File: config.mk
export PLATFORM = sky130hd
export DESIGN_NAME = nva_access_ctl
export DESIGN_NICKNAME = d
export VERILOG_FILES = /design/src/common/nva_pkg.sv /design/src/hdl/nva_nv_engine.sv /design/src/hdl/nva_access_ctl.sv
export SDC_FILE = /design/constraint.sdc
export NUM_CORES = 2
export LEC_CHECK = 0
export BUFFER_PORTS_ARGS = -buffer_cell sky130_fd_sc_hd__buf_2
export CAP_MARGIN = 20
export CORE_MARGIN = 3
export CORE_UTILIZATION = 62
export CTS_CLUSTER_SIZE = 14
export DETAILED_ROUTE_END_ITERATION = 12
export GPL_ROUTABILITY_DRIVEN = 0
export PLACE_DENSITY_LB_ADDON = 0.2
export SYNTH_ARGS = -nofsm -noshare
export SYNTH_HDL_FRONTEND = slang
export SYNTH_SLANG_ARGS = --single-unit
File: constraint.sdc
create_clock -name clk -period 6.7 [get_ports clk]
set_input_delay 1.005 -clock clk [delete_from_list [all_inputs] [get_ports clk]]
set_output_delay 1.005 -clock clk [all_outputs]
set_load 0.02 [all_outputs]
File: src/common/nva_pkg.sv
// constants, enums and timing for the nonvolatile access block
// assumes the core clock runs at 20 MHz and is the only clock
package nva_pkg;

   // ----------------------------------------
   // register select codes on the sfr port
   // ----------------------------------------
   localparam logic [3:0] SEL_TPU  = 4'h0;
   localparam logic [3:0] SEL_TPH  = 4'h1;
   localparam logic [3:0] SEL_TPL  = 4'h2;
   localparam logic [3:0] SEL_TLAT = 4'h3;
   localparam logic [3:0] SEL_UNLK = 4'h4;
   localparam logic [3:0] SEL_CTRL = 4'h5;
   localparam logic [3:0] SEL_ADDR = 4'h6;
   localparam logic [3:0] SEL_DATA = 4'h7;
   localparam logic [3:0] SEL_PFR2 = 4'h8;

   // ----------------------------------------
   // field positions
   // ----------------------------------------
   localparam int B_RD    = 0;
   localparam int B_WR    = 1;
   localparam int B_WRITE_UNLOCK_ENABLE  = 2;
   localparam int B_ABORT = 3;
   localparam int B_FREE  = 4;
   localparam int B_CFG   = 6;
   localparam int B_MEM   = 7;
   localparam int B_DONE  = 4;
   localparam int TPU_W   = 6;

   // ----------------------------------------
   // values
   // ----------------------------------------
   localparam logic [7:0] KEY_FIRST  = 8'h55;
   localparam logic [7:0] KEY_SECOND = 8'haa;
   localparam logic [7:0] RST_BYTE   = 8'h00;
   localparam logic [7:0] ERASED     = 8'hff;

   // ----------------------------------------
   // self-timed cycle length
   // ----------------------------------------
   localparam int CLK_PERIOD_NS = 50;
   localparam int WRITE_TIME_US = 4000;
   localparam int WRITE_CYCLES  = (WRITE_TIME_US * 1000) / CLK_PERIOD_NS;
   localparam int CNT_W         = 17;

   typedef enum logic [1:0] {
      UNL_IDLE  = 2'b00,
      UNL_HALF  = 2'b01,
      UNL_ARMED = 2'b10
   } nva_unlock_t;

   typedef enum logic [1:0] {
      TGT_DATA  = 2'b00,
      TGT_FLASH = 2'b01,
      TGT_CFG   = 2'b10
   } nva_target_t;

endpackage : nva_pkg

File: src/hdl/nva_nv_engine.sv
// 256-byte data array plus the self-timed erase/write cycle timer
// assumes start comes only while idle and abort is a same-clock level
`timescale 1ns/100ps
module nva_nv_engine #(
   parameter int WR_CYCLES = nva_pkg::WRITE_CYCLES
) (
   input  wire logic               clk,
   input  wire logic               rst,
   input  wire logic               start,
   input  wire logic               abort,
   input  wire nva_pkg::nva_target_t tgt,
   input  wire logic [7:0]         addr,
   input  wire logic [7:0]         data,
   input  wire logic [7:0]         rdAddr,
   output logic                    done,
   output logic [7:0]              rdByte
);

   localparam logic [nva_pkg::CNT_W-1:0] LAST = (nva_pkg::CNT_W)'(WR_CYCLES - 1);

   typedef enum logic {
      ENG_IDLE = 1'b0,
      ENG_RUN  = 1'b1
   } nva_eng_t;

   typedef struct packed {
      nva_eng_t                    state;
      logic [nva_pkg::CNT_W-1:0]   cnt;
      logic [7:0]                  addr;
      logic [7:0]                  data;
      nva_pkg::nva_target_t        tgt;
      logic                        done;
   } nva_eng_st_t;

   nva_eng_st_t s_r;
   nva_eng_st_t s_nxt;
   logic [7:0]  mem [256];
   logic        lastTick;

   assign lastTick = (s_r.state == ENG_RUN) && (s_r.cnt == LAST);
   assign done     = s_r.done;
   assign rdByte   = mem[rdAddr];

   // ----------------------------------------
   // timer
   // ----------------------------------------
   always_comb
   begin
      s_nxt      = s_r;
      s_nxt.done = 1'b0;
      case (s_r.state)
         ENG_IDLE:
         begin
            if (start && !abort)
            begin
               s_nxt.state = ENG_RUN;
               s_nxt.cnt   = '0;
               s_nxt.addr  = addr;
               s_nxt.data  = data;
               s_nxt.tgt   = tgt;
            end
         end
         ENG_RUN:
         begin
            if (abort)
               s_nxt.state = ENG_IDLE;
            else if (lastTick)
            begin
               s_nxt.state = ENG_IDLE;
               s_nxt.done  = 1'b1;
            end
            else
               s_nxt.cnt = s_r.cnt + 1'b1;
         end
         default: s_nxt.state = ENG_IDLE;
      endcase
   end

   always_ff @(posedge clk or posedge rst)
   begin
      if (rst)
         s_r <= '0;
      else
         s_r <= s_nxt;
   end

   // ----------------------------------------
   // array: erase at start, program at end
   // ----------------------------------------
   // an aborted cycle leaves the cell erased, hence reprogram
   always_ff @(posedge clk)
   begin
      if (abort)
         ;
      else if (start && s_r.state == ENG_IDLE && tgt == nva_pkg::TGT_DATA)
         mem[addr] <= nva_pkg::ERASED;
      else if (lastTick && s_r.tgt == nva_pkg::TGT_DATA)
         mem[s_r.addr] <= s_r.data;
   end

endmodule : nva_nv_engine

File: src/hdl/nva_access_ctl.sv
// sfr-side control of data eeprom, flash and config write cycles
// assumes single-cycle sfr writes and a watchdog pulse on clk
`timescale 1ns/100ps
module nva_access_ctl #(
   parameter int WR_CYCLES = nva_pkg::WRITE_CYCLES
) (
   input  wire logic               clk,
   input  wire logic               rst,
   input  wire logic [3:0]         sfrSel,
   input  wire logic               sfrWr,
   input  wire logic [7:0]         sfrWdata,
   output logic [7:0]              sfrRdata,
   input  wire logic               extResetPin,
   input  wire logic               watchdogTimeout,
   output logic [21:0]             tablePointer,
   output logic [7:0]              tableDataLatch,
   output logic                    opBusy,
   output nva_pkg::nva_target_t    opTarget,
   output logic                    opRowErase,
   output logic                    writeDoneIrqFlag
);

   // ----------------------------------------
   // state
   // ----------------------------------------
   typedef struct packed {
      logic                        xrst1;
      logic                        xrst2;
      logic                        memSpaceSelect;
      logic                        configSpaceSelect;
      logic                        rowErase;
      logic                        writeAbortFlag;
      logic                        writeUnlockEnable;
      logic                        wrStart;
      logic                        rdStart;
      logic                        kick;
      nva_pkg::nva_unlock_t        unlock;
      nva_pkg::nva_target_t        tgt;
      logic [7:0]                  addr;
      logic [7:0]                  data;
      logic [nva_pkg::TPU_W-1:0]   tpu;
      logic [7:0]                  tph;
      logic [7:0]                  tpl;
      logic [7:0]                  tlat;
      logic                        doneFlag;
      logic [7:0]                  rdData;
   } nva_ctl_st_t;

   nva_ctl_st_t s_r;
   nva_ctl_st_t s_nxt;
   logic        opDone;
   logic        abortReq;
   logic [7:0]  rdByte;

   // bit 5 is never stored, so it cannot read back as one
   function automatic logic [7:0] ctrlByte(input nva_ctl_st_t s);
      ctrlByte = {s.memSpaceSelect, s.configSpaceSelect, 1'b0, s.rowErase,
                  s.writeAbortFlag, s.writeUnlockEnable, s.wrStart, s.rdStart};
   endfunction : ctrlByte

   function automatic nva_pkg::nva_target_t pickTarget(input logic mem,
                                                       input logic cfg);
      if (cfg)
         pickTarget = nva_pkg::TGT_CFG;
      else if (mem)
         pickTarget = nva_pkg::TGT_FLASH;
      else
         pickTarget = nva_pkg::TGT_DATA;
   endfunction : pickTarget

   // watchdog is on clk already; the pin arrives through xrst2 only
   assign abortReq = s_r.xrst2 | watchdogTimeout;

   // ----------------------------------------
   // next state
   // ----------------------------------------
   always_comb
   begin
      s_nxt        = s_r;
      s_nxt.xrst1  = extResetPin;
      s_nxt.xrst2  = s_r.xrst1;
      s_nxt.kick   = 1'b0;
      s_nxt.rdStart = 1'b0;
      if (s_r.rdStart)
         s_nxt.data = rdByte;

      case (sfrSel)
         nva_pkg::SEL_TPU:  s_nxt.rdData = {2'b00, s_r.tpu};
         nva_pkg::SEL_TPH:  s_nxt.rdData = s_r.tph;
         nva_pkg::SEL_TPL:  s_nxt.rdData = s_r.tpl;
         nva_pkg::SEL_TLAT: s_nxt.rdData = s_r.tlat;
         nva_pkg::SEL_UNLK: s_nxt.rdData = nva_pkg::RST_BYTE;
         nva_pkg::SEL_CTRL: s_nxt.rdData = ctrlByte(s_r);
         nva_pkg::SEL_ADDR: s_nxt.rdData = s_r.addr;
         nva_pkg::SEL_DATA: s_nxt.rdData = s_r.data;
         nva_pkg::SEL_PFR2: s_nxt.rdData = {3'b000, s_r.doneFlag, 4'h0};
         default:           s_nxt.rdData = nva_pkg::RST_BYTE;
      endcase

      if (sfrWr)
      begin
         // any write other than the key bytes breaks the sequence
         s_nxt.unlock = nva_pkg::UNL_IDLE;
         case (sfrSel)
            nva_pkg::SEL_TPU:  s_nxt.tpu  = sfrWdata[nva_pkg::TPU_W-1:0];
            nva_pkg::SEL_TPH:  s_nxt.tph  = sfrWdata;
            nva_pkg::SEL_TPL:  s_nxt.tpl  = sfrWdata;
            nva_pkg::SEL_TLAT: s_nxt.tlat = sfrWdata;
            nva_pkg::SEL_UNLK:
            begin
               if (sfrWdata == nva_pkg::KEY_FIRST)
                  s_nxt.unlock = nva_pkg::UNL_HALF;
               else if (sfrWdata == nva_pkg::KEY_SECOND && s_r.unlock == nva_pkg::UNL_HALF)
                  s_nxt.unlock = nva_pkg::UNL_ARMED;
            end
            nva_pkg::SEL_ADDR:
            begin
               if (!s_r.wrStart)
                  s_nxt.addr = sfrWdata;
            end
            nva_pkg::SEL_DATA:
            begin
               if (!s_r.wrStart)
                  s_nxt.data = sfrWdata;
            end
            nva_pkg::SEL_PFR2: s_nxt.doneFlag = sfrWdata[nva_pkg::B_DONE];
            nva_pkg::SEL_CTRL:
            begin
               if (!s_r.wrStart)
               begin
                  s_nxt.memSpaceSelect    = sfrWdata[nva_pkg::B_MEM];
                  s_nxt.configSpaceSelect = sfrWdata[nva_pkg::B_CFG];
                  s_nxt.rowErase          = sfrWdata[nva_pkg::B_FREE];
                  s_nxt.writeAbortFlag    = sfrWdata[nva_pkg::B_ABORT];
                  s_nxt.writeUnlockEnable = sfrWdata[nva_pkg::B_WRITE_UNLOCK_ENABLE];
                  if (sfrWdata[nva_pkg::B_RD] && !sfrWdata[nva_pkg::B_MEM]
                      && !sfrWdata[nva_pkg::B_CFG])
                     s_nxt.rdStart = 1'b1;
                  if (sfrWdata[nva_pkg::B_WR])
                  begin
                     // old enable only: enable and start in one write fails
                     if (s_r.writeUnlockEnable && s_r.unlock == nva_pkg::UNL_ARMED)
                     begin
                        s_nxt.wrStart = 1'b1;
                        s_nxt.kick    = 1'b1;
                        s_nxt.tgt     = pickTarget(sfrWdata[nva_pkg::B_MEM],
                                                   sfrWdata[nva_pkg::B_CFG]);
                     end
                     // selects stay as written so the failed op is traceable
                     s_nxt.writeAbortFlag = 1'b1;
                  end
               end
            end
            default: ;
         endcase
      end

      // completion after the sfr writes so the done flag set wins
      if (opDone)
      begin
         s_nxt.wrStart        = 1'b0;
         s_nxt.rowErase       = 1'b0;
         s_nxt.writeAbortFlag = 1'b0;
         s_nxt.doneFlag       = 1'b1;
      end

      // a reset mid-cycle kills the cycle but keeps the abort flag
      if (abortReq)
      begin
         s_nxt.wrStart           = 1'b0;
         s_nxt.kick              = 1'b0;
         s_nxt.rdStart           = 1'b0;
         s_nxt.rowErase          = 1'b0;
         s_nxt.writeUnlockEnable = 1'b0;
         s_nxt.unlock            = nva_pkg::UNL_IDLE;
      end
   end

   always_ff @(posedge clk or posedge rst)
   begin
      if (rst)
         s_r <= '0;
      else
         s_r <= s_nxt;
   end

   // ----------------------------------------
   // array and cycle timer
   // ----------------------------------------
   nva_nv_engine #(
      .WR_CYCLES (WR_CYCLES)
   ) u_engine (
      .clk    (clk),
      .rst    (rst),
      .start  (s_r.kick),
      .abort  (abortReq),
      .tgt    (s_r.tgt),
      .addr   (s_r.addr),
      .data   (s_r.data),
      .rdAddr (s_r.addr),
      .done   (opDone),
      .rdByte (rdByte)
   );

   assign sfrRdata         = s_r.rdData;
   assign tablePointer     = {s_r.tpu, s_r.tph, s_r.tpl};
   assign tableDataLatch   = s_r.tlat;
   assign opBusy           = s_r.wrStart;
   assign opTarget         = s_r.tgt;
   assign opRowErase       = s_r.rowErase;
   assign writeDoneIrqFlag = s_r.doneFlag;
endmodule : nva_access_ctl

==> reports/metrics.cfg <==
[worst_setup_path]
r2r-start=s_r[51]$_DFFE_PP0P_
path_cells=clkinv_1, nor2_1, nand2_1, o21ai_1, nand2_1, nor2_1
cp_max_fo=21
cp-start-kind=flip-flop
path_class=reg2reg
slowest_stage=dfrtp_1
reg2reg_depth=6
end_kind=flip-flop
cp.arrival_ns=5.19
r2r_slack_ns=1.99
cp_data_required_time_ns=7.18
cp_slowest_stage_delay_ns=1.05
timing.rr.end=u_engine.mem[113][2]$_DFFE_PP_

[worst_hold_path]
hp-class=in2reg
hold-path-endpoint=s_nxt[67]$_DFF_PP0_
whs_path_depth=1
hp-start=extResetPin

[routing]
routedWlPerCell_um=35.0
drt_wl_total_mm=217
drc=0
drt_iter0_drc=6342
firstDrtPassIters=6
vias_per_cell=7.07
vias=43900
detail-route-antenna-nets=0

[die]
rows=135
die_x_um=376
core_area_um2=136000
io_pins=60
initial_core_util=0.626
die_h_um=376
dieArea_um2=142000

[clocking]
ctsHoldBuffers=0
root_buffer=clkbuf_16
clk_latency_ns=0.87
cts_tree=built
clockBufferDepth=3
cts_htree_levels=4
clock-sinks=2154
clk_pin_slew_worst_paths_ns=0.06
cts_inserted_buffers=206
postCtsSetupRepairBufs=0
cts_resized=0

[yosys]
yosys-top-cells-count=2048 x edfxtp_1, 450 x mux4_2, 306 x nor2_1
yosysWarnings=0
ys.flop_type=edfxtp_1
async_flop_share=0.0492
yosysMostFrequentCell=edfxtp_1
yosysUniqueCellTypes=78
avgSynthCellArea_um2=20.5
ys_seq_area_frac=0.755
synth-edff-count=2048
synth_nets=4173
ys_ff_latch=2154
netlist_instances=4155
synthesis.area_um2=85000
yosys.area.top_type_share=0.724
ys_top_cells_by_area=edfxtp_1 72%, mux4_2 12%, dfrtp_1 3.1%
yosys.area.top_type=edfxtp_1

[timing]
rsz0062_at_grt=false
fin_crit_sh=0.703
timing.final.ws_setup_ns=1.99
slew_headroom=0.189
setup_viol=0
period_needed_ns=4.71
skew_ns=0.0634
hold_violations=0
setup-tns-final_ns=0
slew_violations=0
worst_slew_pin_slew_ns=1.21
max_clock_freq_mhz=212

[layout]
design_area_um2=93600
multi_input_area_um2=19000
n_fill_cell=8272
drive_above_1_share=0.233
final_util=0.689
seqCellArea_um2=64200
nets=4268
area_delta_synth_final_pct=10.1

[pwr]
combPwrFrac=0.147
power_mw=30.9
swShare=0.258
vdd_ir_drop_max_uv=240
internal_power_mw=23.0
power_frac_seq=0.478
powerDensity_nw_per_um2=331
p_sw_mw=7.99
clkPwrFrac=0.375
leakage_nw=29.0

[placement]
dpl_cell_area_um2=86700
dp_hpwl_mm=131
io_buffers=59
place_ws_ns=1.75

[global_routing]
antenna_found_initial=8
grt_max_degree=155
grt_pass1_vias=42700
grt_pass1_wl_mm=313
grt_overflow=0
gr-usage-all-layers=0.312

[run]
maxCapViolations=0

[run_status]
status=finished, final reports clean

## sequential cells by signal (all words and copies together) (netlist names), 2 cells and up
signal          flops
tableDataLatch      8
u_engine.mem     2048
sfrRdata            8
opTarget            2
u_engine.s_r       36
tablePointer       22
s_r                25
## metal layers
layer | part of all wire | vias up | GRT usage
met2 | 0.47 | 3088 | 0.474
met4 | 0.045 | 0 | 0.130
li1 | - | 17400 | -
met5 | 0 | - | 0
met1 | 0.37 | 22900 | 0.443
met3 | 0.12 | 497 | 0.0751
## worst max-delay path, delay by kind of cell, from the launching register on
family / cells / cell delay (ns)
AND/OR/NAND/NOR: 4 / 2.09
flip-flops: 1 / 1.05
buffers and inverters: 1 / 0.80
AO/OA/AOI/OAI: 1 / 0.36
## metrics by stage
stage | hold WS (ns) | cells
6_report | 0.279 | 6205
5_1_grt | 0.245 | 6202
4_1_cts | 0.222 | 6196
3_5_place_dp | 0.338 | 5817
3_3_place_gp | 0.347 | 5807
2_1_floorplan | 0.331 | 4155
## worst max path at each step
stage,startpoint,depth (start not counted),to,slack (ns)
floorplan,watchdogTimeout,4,u_engine.mem[0][0]$_DFFE_PP_,1.12
global placement,watchdogTimeout,7,u_engine.mem[73][7]$_DFFE_PP_,1.75
detailed placement,watchdogTimeout,7,u_engine.mem[73][3]$_DFFE_PP_,1.75
CTS,s_r[51]$_DFFE_PP0P_,6,u_engine.mem[18][5]$_DFFE_PP_,2.07
global route,u_engine.s_r[19]$_DFFE_PP0P_,7,u_engine.mem[73][6]$_DFFE_PP_,1.99
finish,s_r[51]$_DFFE_PP0P_,6,u_engine.mem[113][2]$_DFFE_PP_,1.99
## cell families after synthesis
logic type      after synthesis  synth area share
compound gates              381            0.0318
simple gates                635            0.0354
xor+xnor                      6          0.000618
buf+inv                     296            0.0236
fa+ha+maj                     1          0.000147
mux                         682             0.154
flops                      2154             0.755
## layout by cell type, fill, tap and decap left out, types with 31 or more instances in the layout
cell type	instances
dfrtp_1	102
mux2_2	65
clkinv_2	34
o21ai_0	50
mux4_2	450
clkinv_1	50
clkbuf_1	42
buf_2	60
mux4_1	32
nor3_1	31
buf_4	77
a22oi_1	86
clkbuf_16	206
nor2_1	305
nand2_1	107
o22ai_1	62
a21oi_1	55
a221oi_1	40
nand2b_1	32
mux2i_1	135
edfxtp_1	2048
## power by group through the flow
| stage | Sequential [mW] | Combinational, mW | Clock [mW] |
|---|---|---|---|
| after CTS | 14.8 | 4.48 | 11.7 |
| final | 14.8 | 4.55 | 11.6 |
| after global routing | 14.8 | 4.68 | 12.2 |
| after global placement | 15.1 | 4.42 | 0 |
| after floorplan | 14.9 | 3.23 | 0 |
| after detailed placement | 15.1 | 4.45 | 0 |
## area by class of cell
type                            instances  area share
Antenna cell                            3   0.0000802
Tap cell                             1781      0.0238
Inverter                               15    0.000655
Clock inverter                        128      0.0149
Multi-Input combinational cell       1705       0.203
Clock buffer                          251      0.0572
Timing Repair Buffer                  168      0.0148
Sequential cell                      2154       0.686
Note: power is estimated with default switching activity, not from simulation.
